--- config.mk ---
export PLATFORM = sky130hd
export DESIGN_NAME = drs_sequencer
export DESIGN_NICKNAME = d
export VERILOG_FILES = /design/src/verilog/drs_sequencer.v
export VERILOG_INCLUDE_DIRS = /design/src /design/src/verilog
export SDC_FILE = /design/constraint.sdc
export NUM_CORES = 1
export LEC_CHECK = 0
export ABC_AREA = 1
export BUFFER_PORTS_ARGS = -buffer_cell sky130_fd_sc_hd__buf_2
export CORE_MARGIN = 4
export CORE_UTILIZATION = 40
export CTS_BUF_LIST = sky130_fd_sc_hd__clkbuf_4 sky130_fd_sc_hd__clkbuf_8
export CTS_CLUSTER_SIZE = 8
export DETAILED_ROUTE_END_ITERATION = 12
export PLACE_DENSITY = 0.68
export SKIP_CTS_REPAIR_TIMING = 1
export SYNTH_ARGS = -nofsm -noshare
export SYNTH_HDL_FRONTEND = slang
export SYNTH_SLANG_ARGS = --single-unit
export TNS_END_PERCENT = 100
--- constraint.sdc ---
create_clock -name clock -period 3.42 [get_ports clock]
set_input_delay 0.513 -clock clock [delete_from_list [all_inputs] [get_ports clock]]
set_output_delay 0.513 -clock clock [all_outputs]
set_load 0.05 [all_outputs]
--- src/verilog/drs_defines.vh ---
`ifndef DRS_DEFINES_VH
`define DRS_DEFINES_VH

// Register offsets (byte addresses, one word each)
`define DRS_ADDR_CFG0 4'h0
`define DRS_ADDR_CFG1 4'h4
`define DRS_ADDR_CFG2 4'h8
`define DRS_ADDR_CMD 4'hC

// Command register fields
`define DRS_CMD_OTP_GO 7
`define DRS_CMD_FAULT 6
`define DRS_CMD_RESET 5
`define DRS_CMD_SWITCHES_OFF_CMD 4
`define DRS_CMD_SEL2 2
`define DRS_CMD_SEL1 1
`define DRS_CMD_SEL0 0
`define DRS_CMD_RESET_VAL 8'h00

// Configuration byte 2 fields
`define DRS_CFG2_LOCK 6
`define DRS_CFG2_RAMP_CURRENT_SEL_HI 4
`define DRS_CFG2_RAMP_CURRENT_SEL_LO 3
`define DRS_CFG2_DISCHARGE_ON_POWERDOWN 2
`define DRS_CFG2_ORD_HI 1
`define DRS_CFG2_ORD_LO 0
`define DRS_CFG_RESET_VAL 8'h00

// Power-up orders
`define DRS_ORD_OFF 2'h0
`define DRS_ORD_NEG_FIRST 2'h1
`define DRS_ORD_POS_FIRST 2'h2
`define DRS_ORD_BOTH 2'h3

// Startup delay: 64 us at 100 MHz
`define DRS_STARTUP_US 64
`define DRS_CLK_MHZ 100
`define DRS_STARTUP_CYC (`DRS_STARTUP_US * `DRS_CLK_MHZ)

`endif

--- src/verilog/drs_sequencer.v ---
// What this block does
// - Shutdown or switches-off holds both ramp nodes discharged.
// - Rising shutdown or clearing switches-off starts ramp charging.
// - Ramp current field selects 1, 2, 4 or 8 uA; fixed parts 1 uA.
// - Order 11 enables both ramp currents together.
// - Wait 64 us configuration delay before sequencing.
// - Order 00 off, 01 negative first, 10 positive first, 11 both.
// - Second output enabled only after first nears regulation.
// - Power-up complete only when both outputs regulate.
// - After shutdown rises, order comes from stored configuration.
// - Fixed parts behave as order 11.
// - Discharge disabled: shut down at once when shutdown falls.
// - Discharge enabled: converters off, discharge until near ground.
// - Locked part uses stored configuration only.
// - Locked part returns stored data on reads of bytes 0 to 2.
// - Programming while locked changes nothing and sets fault.
// - Lock set by programming one into stored byte 2 bit 6.
// - Reads of lock bit always show true stored lock state.
// - Programming copies live bytes to stored only where selected.
// - Setting a select bit switches that byte to live copy.
// - Selected bytes are programmed once, on the write that sets the program bit.
// - Command register is zero in shutdown once the sequencer is back in off, and at power-up.
// - Select changes take effect on configuration immediately.
// - Fault cleared by reset, power-up or writing fault clear.
// - Switches-off disables both power switches and disconnect.
`timescale 1ns/1ps
`include "drs_defines.vh"

module drs_sequencer #(
    parameter STARTUP_CYC = `DRS_STARTUP_CYC,
    parameter FIXED_VARIANT = 0
) (
    input wire clock,
    input wire nrst,
    input wire shutdown_input_n,
    input wire vpp_ok,
    input wire pos_near_reg,
    input wire neg_near_reg,
    input wire pos_discharged,
    input wire neg_discharged,
    input wire [3:0] avs_address,
    input wire avs_read,
    input wire avs_write,
    input wire [3:0] avs_byteenable,
    input wire [31:0] avs_writedata,
    output reg [31:0] avs_readdata,
    output wire avs_waitrequest,
    output wire [1:0] avs_response,
    output reg pos_ramp_discharge,
    output reg neg_ramp_discharge,
    output reg pos_ramp_charge,
    output reg neg_ramp_charge,
    output reg [3:0] ramp_current_ua,
    output reg pos_switch_en,
    output reg neg_switch_en,
    output reg disconnect_on,
    output reg out_discharge_en,
    output reg powered,
    output reg seq_done,
    output reg [7:0] cfg_pos_code,
    output reg [7:0] cfg_neg_code,
    output reg cfg_pos_fine
);

    localparam ST_OFF = 3'h0;
    localparam ST_DELAY = 3'h1;
    localparam ST_FIRST = 3'h2;
    localparam ST_SECOND = 3'h3;
    localparam ST_DONE = 3'h4;
    localparam ST_DISCH = 3'h5;
    localparam ST_HALT = 3'h6;

    reg [7:0] live0, live1, live2;
    reg [7:0] otp0, otp1, config_byte2_stored;
    reg [7:0] cmd;
    reg fault;
    reg [2:0] state;
    reg [12:0] dly;
    reg ack;
    reg [2:0] next_state;

    wire locked = config_byte2_stored[`DRS_CFG2_LOCK];
    wire switches_off_cmd = cmd[`DRS_CMD_SWITCHES_OFF_CMD];
    // Effective selects: locked or fixed parts use stored copy
    wire sel0 = cmd[`DRS_CMD_SEL0] & ~locked & (FIXED_VARIANT == 0);
    wire sel1 = cmd[`DRS_CMD_SEL1] & ~locked & (FIXED_VARIANT == 0);
    wire sel2 = cmd[`DRS_CMD_SEL2] & ~locked & (FIXED_VARIANT == 0);
    wire [7:0] act0 = sel0 ? live0 : otp0;
    wire [7:0] act1 = sel1 ? live1 : otp1;
    wire [7:0] act2 = sel2 ? live2 : config_byte2_stored;
    wire [1:0] order = (FIXED_VARIANT != 0) ? `DRS_ORD_BOTH :
        act2[`DRS_CFG2_ORD_HI:`DRS_CFG2_ORD_LO];
    wire [1:0] ramp_current_sel = (FIXED_VARIANT != 0) ? 2'h0 :
        act2[`DRS_CFG2_RAMP_CURRENT_SEL_HI:`DRS_CFG2_RAMP_CURRENT_SEL_LO];
    wire discharge_on_powerdown = (FIXED_VARIANT != 0) ? 1'b1 : act2[`DRS_CFG2_DISCHARGE_ON_POWERDOWN];

    wire wr_cmd = avs_write & ack & (avs_address == `DRS_ADDR_CMD) &
        avs_byteenable[0];
    wire otp_go = cmd[`DRS_CMD_OTP_GO];
    // Program pulse on rising program bit
    wire prog_start = wr_cmd & avs_writedata[`DRS_CMD_OTP_GO] & ~otp_go;
    wire prog_ok = prog_start & ~locked & vpp_ok;

    // Single wait state on every access
    assign avs_waitrequest = (avs_read | avs_write) & ~ack;
    assign avs_response = 2'h0;

    always @(posedge clock or negedge nrst) begin
        if (!nrst)
            ack <= 1'b0;
        else
            ack <= (avs_read | avs_write) & ~ack;
    end

    // Register writes
    always @(posedge clock or negedge nrst) begin
        if (!nrst) begin
            live0 <= `DRS_CFG_RESET_VAL;
            live1 <= `DRS_CFG_RESET_VAL;
            live2 <= `DRS_CFG_RESET_VAL;
            otp0 <= `DRS_CFG_RESET_VAL;
            otp1 <= `DRS_CFG_RESET_VAL;
            config_byte2_stored <= `DRS_CFG_RESET_VAL;
            cmd <= `DRS_CMD_RESET_VAL;
            fault <= 1'b0;
        end else if (!shutdown_input_n && state == ST_OFF) begin
            cmd <= `DRS_CMD_RESET_VAL;
            fault <= 1'b0;
        end else begin
            if (avs_write && ack && avs_byteenable[0]) begin
                case (avs_address)
                    `DRS_ADDR_CFG0: live0 <= avs_writedata[7:0];
                    `DRS_ADDR_CFG1: live1 <= avs_writedata[7:0];
                    `DRS_ADDR_CFG2: live2 <= avs_writedata[7:0] & 8'h7F;
                    default: ;
                endcase
            end
            if (wr_cmd) begin
                if (avs_writedata[`DRS_CMD_RESET])
                    cmd <= `DRS_CMD_RESET_VAL;
                else
                    cmd <= avs_writedata[7:0] & 8'hB7;
            end
            // One-time bits only ever go from zero to one
            if (prog_ok) begin
                if (cmd[`DRS_CMD_SEL0] || avs_writedata[`DRS_CMD_SEL0])
                    otp0 <= otp0 | live0;
                if (cmd[`DRS_CMD_SEL1] || avs_writedata[`DRS_CMD_SEL1])
                    otp1 <= otp1 | live1;
                if (cmd[`DRS_CMD_SEL2] || avs_writedata[`DRS_CMD_SEL2])
                    config_byte2_stored <= config_byte2_stored | (live2 & 8'h7F);
            end
            // Set wins over clear
            if (prog_start && (locked || !vpp_ok))
                fault <= 1'b1;
            else if (wr_cmd && avs_writedata[`DRS_CMD_FAULT])
                fault <= 1'b0;
            else if (wr_cmd && avs_writedata[`DRS_CMD_RESET])
                fault <= 1'b0;
        end
    end

    // Read data
    always @(posedge clock or negedge nrst) begin
        if (!nrst) begin
            avs_readdata <= 32'h0;
        end else if (avs_read && !ack) begin
            case (avs_address)
                `DRS_ADDR_CFG0: avs_readdata <= {24'h0, act0};
                `DRS_ADDR_CFG1: avs_readdata <= {24'h0, act1};
                `DRS_ADDR_CFG2: avs_readdata <= {24'h0, act2[7],
                    locked, act2[5:0]};
                `DRS_ADDR_CMD: avs_readdata <= {24'h0, cmd[7], fault,
                    cmd[5:0]};
                default: avs_readdata <= 32'h0;
            endcase
        end
    end

    // Sequencer
    always @* begin
        next_state = state;
        case (state)
            ST_OFF:
                if (shutdown_input_n && !switches_off_cmd)
                    next_state = ST_DELAY;
            ST_DELAY:
                if (dly == 13'h0000 && order != `DRS_ORD_OFF)
                    next_state = ST_FIRST;
            ST_FIRST:
                if (order == `DRS_ORD_BOTH)
                    next_state = ST_SECOND;
                else if ((order == `DRS_ORD_NEG_FIRST && neg_near_reg) ||
                    (order == `DRS_ORD_POS_FIRST && pos_near_reg))
                    next_state = ST_SECOND;
            ST_SECOND:
                if (pos_near_reg && neg_near_reg)
                    next_state = ST_DONE;
            ST_DONE:
                next_state = ST_DONE;
            ST_DISCH:
                if (pos_discharged && neg_discharged)
                    next_state = ST_HALT;
            ST_HALT:
                next_state = ST_OFF;
            default:
                next_state = ST_OFF;
        endcase
        if (state != ST_OFF && state != ST_DISCH && state != ST_HALT) begin
            if (!shutdown_input_n)
                next_state = discharge_on_powerdown ? ST_DISCH : ST_OFF;
            else if (switches_off_cmd)
                next_state = ST_OFF;
        end
    end

    always @(posedge clock or negedge nrst) begin
        if (!nrst) begin
            state <= ST_OFF;
            dly <= 13'h0000;
        end else begin
            state <= next_state;
            if (state == ST_OFF)
                dly <= STARTUP_CYC[12:0] - 13'h0001;
            else if (state == ST_DELAY && dly != 13'h0000)
                dly <= dly - 13'h0001;
        end
    end

    // Outputs
    always @(posedge clock or negedge nrst) begin
        if (!nrst) begin
            pos_ramp_discharge <= 1'b1;
            neg_ramp_discharge <= 1'b1;
            pos_ramp_charge <= 1'b0;
            neg_ramp_charge <= 1'b0;
            ramp_current_ua <= 4'h1;
            pos_switch_en <= 1'b0;
            neg_switch_en <= 1'b0;
            disconnect_on <= 1'b0;
            out_discharge_en <= 1'b0;
            powered <= 1'b0;
            seq_done <= 1'b0;
            cfg_pos_code <= 8'h00;
            cfg_neg_code <= 8'h00;
            cfg_pos_fine <= 1'b0;
        end else begin
            ramp_current_ua <= 4'h1 << ramp_current_sel;
            cfg_pos_code <= act0;
            cfg_neg_code <= act1;
            cfg_pos_fine <= act2[5];
            // Ramps held low unless actively sequencing
            pos_ramp_discharge <= ~(next_state == ST_FIRST ||
                next_state == ST_SECOND || next_state == ST_DONE);
            neg_ramp_discharge <= ~(next_state == ST_FIRST ||
                next_state == ST_SECOND || next_state == ST_DONE);
            pos_ramp_charge <= (next_state == ST_FIRST &&
                order != `DRS_ORD_NEG_FIRST) ||
                next_state == ST_SECOND || next_state == ST_DONE;
            neg_ramp_charge <= (next_state == ST_FIRST &&
                order != `DRS_ORD_POS_FIRST) ||
                next_state == ST_SECOND || next_state == ST_DONE;
            pos_switch_en <= (next_state == ST_FIRST &&
                order != `DRS_ORD_NEG_FIRST) ||
                next_state == ST_SECOND || next_state == ST_DONE;
            neg_switch_en <= (next_state == ST_FIRST &&
                order != `DRS_ORD_POS_FIRST) ||
                next_state == ST_SECOND || next_state == ST_DONE;
            disconnect_on <= (next_state == ST_FIRST &&
                order != `DRS_ORD_NEG_FIRST) ||
                next_state == ST_SECOND || next_state == ST_DONE;
            out_discharge_en <= next_state == ST_DISCH;
            powered <= next_state != ST_OFF && next_state != ST_HALT;
            seq_done <= next_state == ST_DONE;
        end
    end

endmodule // drs_sequencer
==> results of run 1 <==
worst reg2reg max path, cell delays in order, from the launching register on:
cell     delay, ns
dfrtp_1       0.40
inv_2         0.16
nand2_1       0.33
o21ai_0       0.42
nand2_1       0.09
o21ai_0       0.10
a21oi_1       0.08
o31ai_1       0.22
worst paths after layout:
path                                        startpoint                endpoint  slack (ns)  cells past startpoint
worst max-delay path            config_byte2_stored[6]         avs_readdata[7]        1.53                      7
worst min-delay path                              nrst  config_byte2_stored[4]        0.20                      2
worst max register to register  config_byte2_stored[6]         avs_readdata[7]        1.53                      7
worst min register to register  config_byte2_stored[3]  config_byte2_stored[3]        0.45                      2
max in group asynchronous                         nrst      neg_ramp_discharge        2.83                      2
min in group clock                           avs_write                     ack        0.41                      3
state kept, by name (all words and copies together) (netlist names), 8 cells and up:
register and flops:
otp0 8, avs_readdata 8, cfg_pos_code 8, live0 8
cfg_neg_code 8, otp1 8, live1 8, dly 13
cells in the final DEF (no fill, tap or decap), types with 3 or more instances in the layout:
cell	n
clkbuf_8	9
o21ai_0	58
nand4_1	4
nand3_2	4
o2111ai_1	5
nor2_1	37
nand2_1	119
nor3_1	3
dfrtp_1	102
nand3_1	20
conb_1	26
o211ai_4	3
inv_1	70
o21ai_2	8
nor2_2	7
o21bai_1	17
nand2_2	12
mux2_2	7
inv_2	4
a21oi_1	9
buf_2	61
per-layer routing:
| metal | vias up | part of all wire [%] |
|---|---|---|
| met4 | 0 | 1.5 |
| met3 | 14 | 4.8 |
| li1 | 1823 | - |
| met1 | 1743 | 42 |
| met5 | - | 0 |
| met2 | 74 | 52 |
cells by family (layout without fill, tap and decap cells):
group | count (synthesis) | after routing
AOI/OAI and AO/OA | 109 | 109
adders and majority gates | 1 | 1
other | 1 | 26
buffers and inverters | 111 | 153
DFF | 104 | 104
and+or+nand+nor | 213 | 213
muxes | 7 | 7
power by group through the flow:
stage / Combinational [mW] / Clock, mW / Sequential, mW
6_report: 0.534 / 0.863 / 1.38
5_1_grt: 0.602 / 0.941 / 1.40
4_1_cts: 0.535 / 0.886 / 1.38
3_5_place_dp: 0.534 / 0 / 1.41
3_3_place_gp: 0.523 / 0 / 1.40
2_1_floorplan: 0.395 / 0 / 1.43
cell type report:
type,instances,area (um^2),share of cell area (%)
clock buffers,11,139,2.53
clock inverters,5,87.6,1.60
inverters,74,278,5.07
multi-input cells,356,1860,33.9
flip-flops and latches,104,2610,47.5
well taps,147,184,3.36
repair buffers,63,333,6.07
==> run_results.csv, run 1 <==
group,metric,value,unit
outcome,status,"finished clean",
yosys,async_flop_share,100,%
timing,tightest_slew,0.690,ns
grt,use_met1,19.7,%
detailed_routing,wl_per_cell,14.4,um
floorplan,die_area,14100,um^2
clocking,insertion_delay,0.38,ns
worst_hold_path,hold_class,"input port to async pin",
placement,globalplace.congestion,0.867,
setup_path,cpPeakStageDelay,0.41,ns
timing,fin_worst_skew,0.0214,ns
floorplan,dieWidth,119,um
yosys,yosys.area_share.simple,19.5,%
yosys,synth-xor-area-share,0,%
timing,slew_headroom,53.7,%
power_and_ir_drop,switchingPower,900,uW
yosys,yosysWarnings,0,
grt,grt_pass1_wl,18.0,mm
yosys,synth_area_per_cell,9.00,um^2
yosys,syn_area,4910,um^2
setup_path,cp_num_buf_inv,1,
timing,setup_viol,0,
finish,syn2layout_area_growth,11.6,%
finish,final_cells,760,
placement,dp_hpwl,8.18,mm
grt,globalRoute.totalOverflow,0,
power_and_ir_drop,p_int,1.88,mW
power_and_ir_drop,power,2.78,mW
grt,grt_pass1_vias,3602,
timing,fin_ws,1.53,ns
timing,layout_min_cycle_time,1.89,ns
setup_path,crit_path_start_kind,"flip-flop",
power_and_ir_drop,seq_power_share,49.8,%
grt,grt_use_met2,28.0,%
yosys,synth_compound_area_share,14.5,%
detailed_routing,remaining_drc_errors,0,
yosys,synth_top_area_share,51.9,%
clocking,cts_tree,"done",
floorplan,num_rows,40,
grt,grt_max_degree,105,
clocking,numCtsBuffers,9,
placement,pre_cts_slack,1.30,ns
floorplan,die_h,119,um
floorplan,coreArea,12000,um^2
detailed_routing,vias,3654,
setup_path,crit_type,"flip-flop to flip-flop",
finish,final_core_util,45.6,%
yosys,synthTopCellsByArea,"dfrtp_1 (52%), nand2_1 (9.1%), o21ai_0 (5.9%)",
finish,fillerInstances,1197,
finish,fin_area,5480,um^2
setup_path,critPathMaxFanout,16,
setup_path,cp_cell_sequence,"inv_2, nand2_1, o21ai_0, nand2_1, o21ai_0, a21oi_1, o31ai_1",
yosys,synth_common_cells,"nand2_1 (119), dfrtp_1 (102), inv_1 (70)",
yosys,synth_most_common_cell,"nand2_1",
detailed_routing,routed_via_density,4.81,
grt,use_met3,3.94,%
flow_run,cap_violations,0,
timing,period_share,55.2,%
clocking,cts-root-buf,"clkbuf_8",
grt,busiest_layer,"met2",
placement,place_area,5260,um^2
power_and_ir_drop,vdd_drop_max,0.286,mV
yosys,synth-adder-area-share,0.255,%
timing,slew_viol_final,0,
timing,hold_ws,0.203,ns
yosys,yosysUniqueCellTypes,34,
setup_path,cp_slowest_cell,"o21ai_0",
yosys,synth-main-ff-cell,"dfrtp_1",
timing,fin_setup_tns,0,ns
clocking,clk_pin_slew_worst_paths,0.10,ns
yosys,muxShareOfSynthArea,1.60,%
grt,antenna_found_initial,0,
power_and_ir_drop,p_per_area,508,nW/um^2
grt,groute.usage.overall,16.0,%
yosys,ys_seq_area_share,53.0,%
yosys,synth_edf_count,0,
floorplan,initial_core_util,40.9,%
detailed_routing,drt_iter0_drc,235,
clocking,clk_path_buf_depth,2,
power_and_ir_drop,clockPowerShare,31.0,%
yosys,synth_cells,546,
finish,nets,659,
detailed_routing,wl,10.9,mm
placement,io_buffers,62,
setup_path,crit_arrival,2.18,ns
yosys,synth_top_family_by_area,"simple AND/OR/NAND/NOR gates",
setup_path,crit_family,"compound AO/OA/AOI/OAI gates",
yosys,synth.largest_area_cell,"dfrtp_1",
timing,finalHoldViolCount,0,
clocking,cts_max_level,3,
placement,dp_cells,744,
power_and_ir_drop,sw_frac_of_total,32.3,%
detailed_routing,dr.pass1.iters,5,
finish,antenna_cells,0,
power_and_ir_drop,p_comb_share,19.2,%
clocking,numClockSinks,104,
setup_path,critPathCaptureType,"flip-flop",
floorplan,io_pins,116,
timing,rsz0062_at_grt,"false",
yosys,synth_seq_cells,104,
timing,max_freq,530,MHz
power_and_ir_drop,leakage,2.71,nW
detailed_routing,final_antenna_net_count,0,
setup_path,worstPathRequired,3.71,ns
finish,layout-drive-gt1-share,21.7,%
(Power assumes the default switching activity.)
==> inputs of run 2 (changes only) <==
--- a/config.mk
+++ b/config.mk
@@ -13,7 +13,7 @@
 export CTS_BUF_LIST = sky130_fd_sc_hd__clkbuf_4 sky130_fd_sc_hd__clkbuf_8
 export CTS_CLUSTER_SIZE = 8
 export DETAILED_ROUTE_END_ITERATION = 12
-export PLACE_DENSITY = 0.68
+export PLACE_DENSITY = 0.71
 export SKIP_CTS_REPAIR_TIMING = 1
 export SYNTH_ARGS = -nofsm -noshare
 export SYNTH_HDL_FRONTEND = slang
==> constraint.sdc (replaced) <==
create_clock -name clock -period 1.7 [get_ports clock]
set_input_delay 0.255 -clock clock [delete_from_list [all_inputs] [get_ports clock]]
set_output_delay 0.255 -clock clock [all_outputs]
set_load 0.05 [all_outputs]
==> run 2 against run 1 <==
Net effect: cell area up 8.0%; maximum frequency up 16%; wire length up 3.4%; via count up 5.7%; clock power up 90%; global-route usage about the same; critical path type unchanged; highest routed layer unchanged.
==> run_results.csv, run 2 (same netlist as run 1, synthesis figures left out) <==
group,metric,value,unit
grt,grt_max_degree,35,
timing,layout_min_cycle_time,1.62,ns
floorplan,die_area,14100,um^2
detailed_routing,vias,3862,
grt,globalRoute.totalOverflow,0,
worst_hold_path,hold_class,"input port to flip-flop",
clocking,clk_path_buf_depth,2,
detailed_routing,drt_iter0_drc,262,
timing,fin_worst_skew,0.0152,ns
outcome,status,"finished clean",
grt,grt_pass1_vias,3855,
detailed_routing,wl,11.3,mm
power_and_ir_drop,p_per_area,969,nW/um^2
timing,hold_ws,0.171,ns
setup_path,critPathMaxFanout,6,
detailed_routing,remaining_drc_errors,0,
clocking,numClockSinks,104,
clocking,cts_tree,"done",
floorplan,initial_core_util,40.9,%
timing,slew_viol_final,0,
setup_path,r2r_end,"avs_readdata[0]",
clocking,clk_pin_slew_worst_paths,0.11,ns
timing,period_share,95.5,%
floorplan,num_rows,40,
placement,globalplace.congestion,0.908,
worst_hold_path,hold_end,"ack",
grt,antenna_found_initial,0,
timing,max_freq,616,MHz
flow_run,cap_violations,0,
finish,largest_register,"dly",
power_and_ir_drop,leakage,2.95,nW
floorplan,dieWidth,119,um
detailed_routing,routed_via_density,4.82,
floorplan,io_pins,116,
finish,final_common_cell,"nand2_1",
finish,final_cell_mix,"nand2_1 (115), dfrtp_1 (99), inv_1 (67), buf_2 (61), o21ai_0 (48)",
placement,dp_hpwl,8.70,mm
grt,grt_pass1_wl,18.3,mm
worst_hold_path,hold_start,"avs_write",
worst_hold_path,holdPathStages,3,
setup_path,crit_type,"flip-flop to flip-flop",
timing,setup_viol,0,
setup_path,r2r_slack,0.08,ns
clocking,cts-root-buf,"clkbuf_8",
finish,seq_area,2610,um^2
setup_path,rr_startpoint,"cmd[2]",
finish,nets,701,
finish,antenna_cells,0,
grt,groute.usage.overall,16.1,%
finish,layout-drive-gt1-share,29.9,%
setup_path,crit_path_start_kind,"flip-flop",
setup_path,rr_worst_depth,7,
finish,multiInputGateArea,1950,um^2
setup_path,crit_arrival,1.89,ns
floorplan,coreArea,12000,um^2
finish,largest_register_ffs,13,
power_and_ir_drop,vdd_drop_max,0.547,mV
detailed_routing,final_antenna_net_count,0,
timing,finalHoldViolCount,0,
finish,fin_area,5920,um^2
floorplan,die_h,119,um
timing,fin_setup_tns,0,ns
clocking,insertion_delay,0.37,ns
setup_path,worstPathRequired,1.97,ns
finish,syn2layout_area_growth,20.5,%
placement,place_area,5530,um^2
clocking,numCtsBuffers,9,
detailed_routing,wl_per_cell,14.1,um
finish,fillerInstances,1109,
placement,io_buffers,62,
detailed_routing,dr.pass1.iters,4,
clocking,cts_max_level,3,
setup_path,critPathCaptureType,"flip-flop",
==> run 2: changes by cell type in the layout (fill, tap and decap cells not counted), moves of 4 or more <==
cell | previous run | this run
buf_4 | 1 | 37
o21ai_1 | 2 | 11
nand2_1 | 119 | 115
nor2_4 | 2 | 6
nor2_1 | 37 | 31
o21ai_0 | 58 | 48
==> run 2: final cells by class <==
cell class                 instances  share of cell area [%]
clock buffer                      10                    2.22
clock inverter                     6                    1.46
inverter                          74                    4.73
multi-input combinational        357                    32.9
sequential                       104                    44.1
tap                              147                    3.11
timing repair buffer             104                    11.6
==> run 2: through the flow <==
stage                     power (mW)  setup slack (ns)  std cells  utilization, %
final                           5.74            0.0769        802            49.3
after global routing            6.05          -0.00743        802            49.3
after CTS                       5.66           -0.0122        791            47.8
after detailed placement        4.02          -0.00214        775            46.0
after global placement          3.98            0.0425        775            46.0
after floorplan                 3.68             0.133        571               -
==> run 2: routing by layer <==
| metal | part of all wire [%] | GRT usage (%) | vias up | wire, um |
|---|---|---|---|---|
| met5 | 0 | 0 | - | 0 |
| met4 | 0.83 | 3.19 | 0 | 94 |
| met3 | 5.1 | 4.51 | 11 | 578 |
| met2 | 51 | 27.7 | 89 | 5780 |
| met1 | 43 | 20.3 | 1857 | 4860 |
| li1 | - | - | 1905 | - |
==> run 2: report_power, final <==
group          switching, mW  leakage (nW)  total, mW  internal (mW)
Sequential             0.123          1.34       2.77           2.65
Combinational          0.913          1.49       1.33          0.413
Clock                  0.904         0.111       1.64          0.739
==> run 2: worst max path at each step <==
stage / start / depth (start not counted) / end
floorplan: dly[0] / 12 / dly[8]
finish: cmd[2] / 7 / avs_readdata[0]
global route: config_byte2_stored[6] / 8 / avs_readdata[1]
CTS: dly[0] / 10 / dly[9]
detailed placement: avs_address[1] / 8 / otp1[1]
global placement: avs_address[1] / 8 / config_byte2_stored[6]
==> run 2: worst max-delay path: stages (launching register included) <==
cell and delay (ns):
dfrtp_1 0.45, buf_4 0.20, nand3_1 0.13, nand2_2 0.09
buf_4 0.14, nand2_1 0.08, o2111ai_1 0.15, mux2_2 0.29
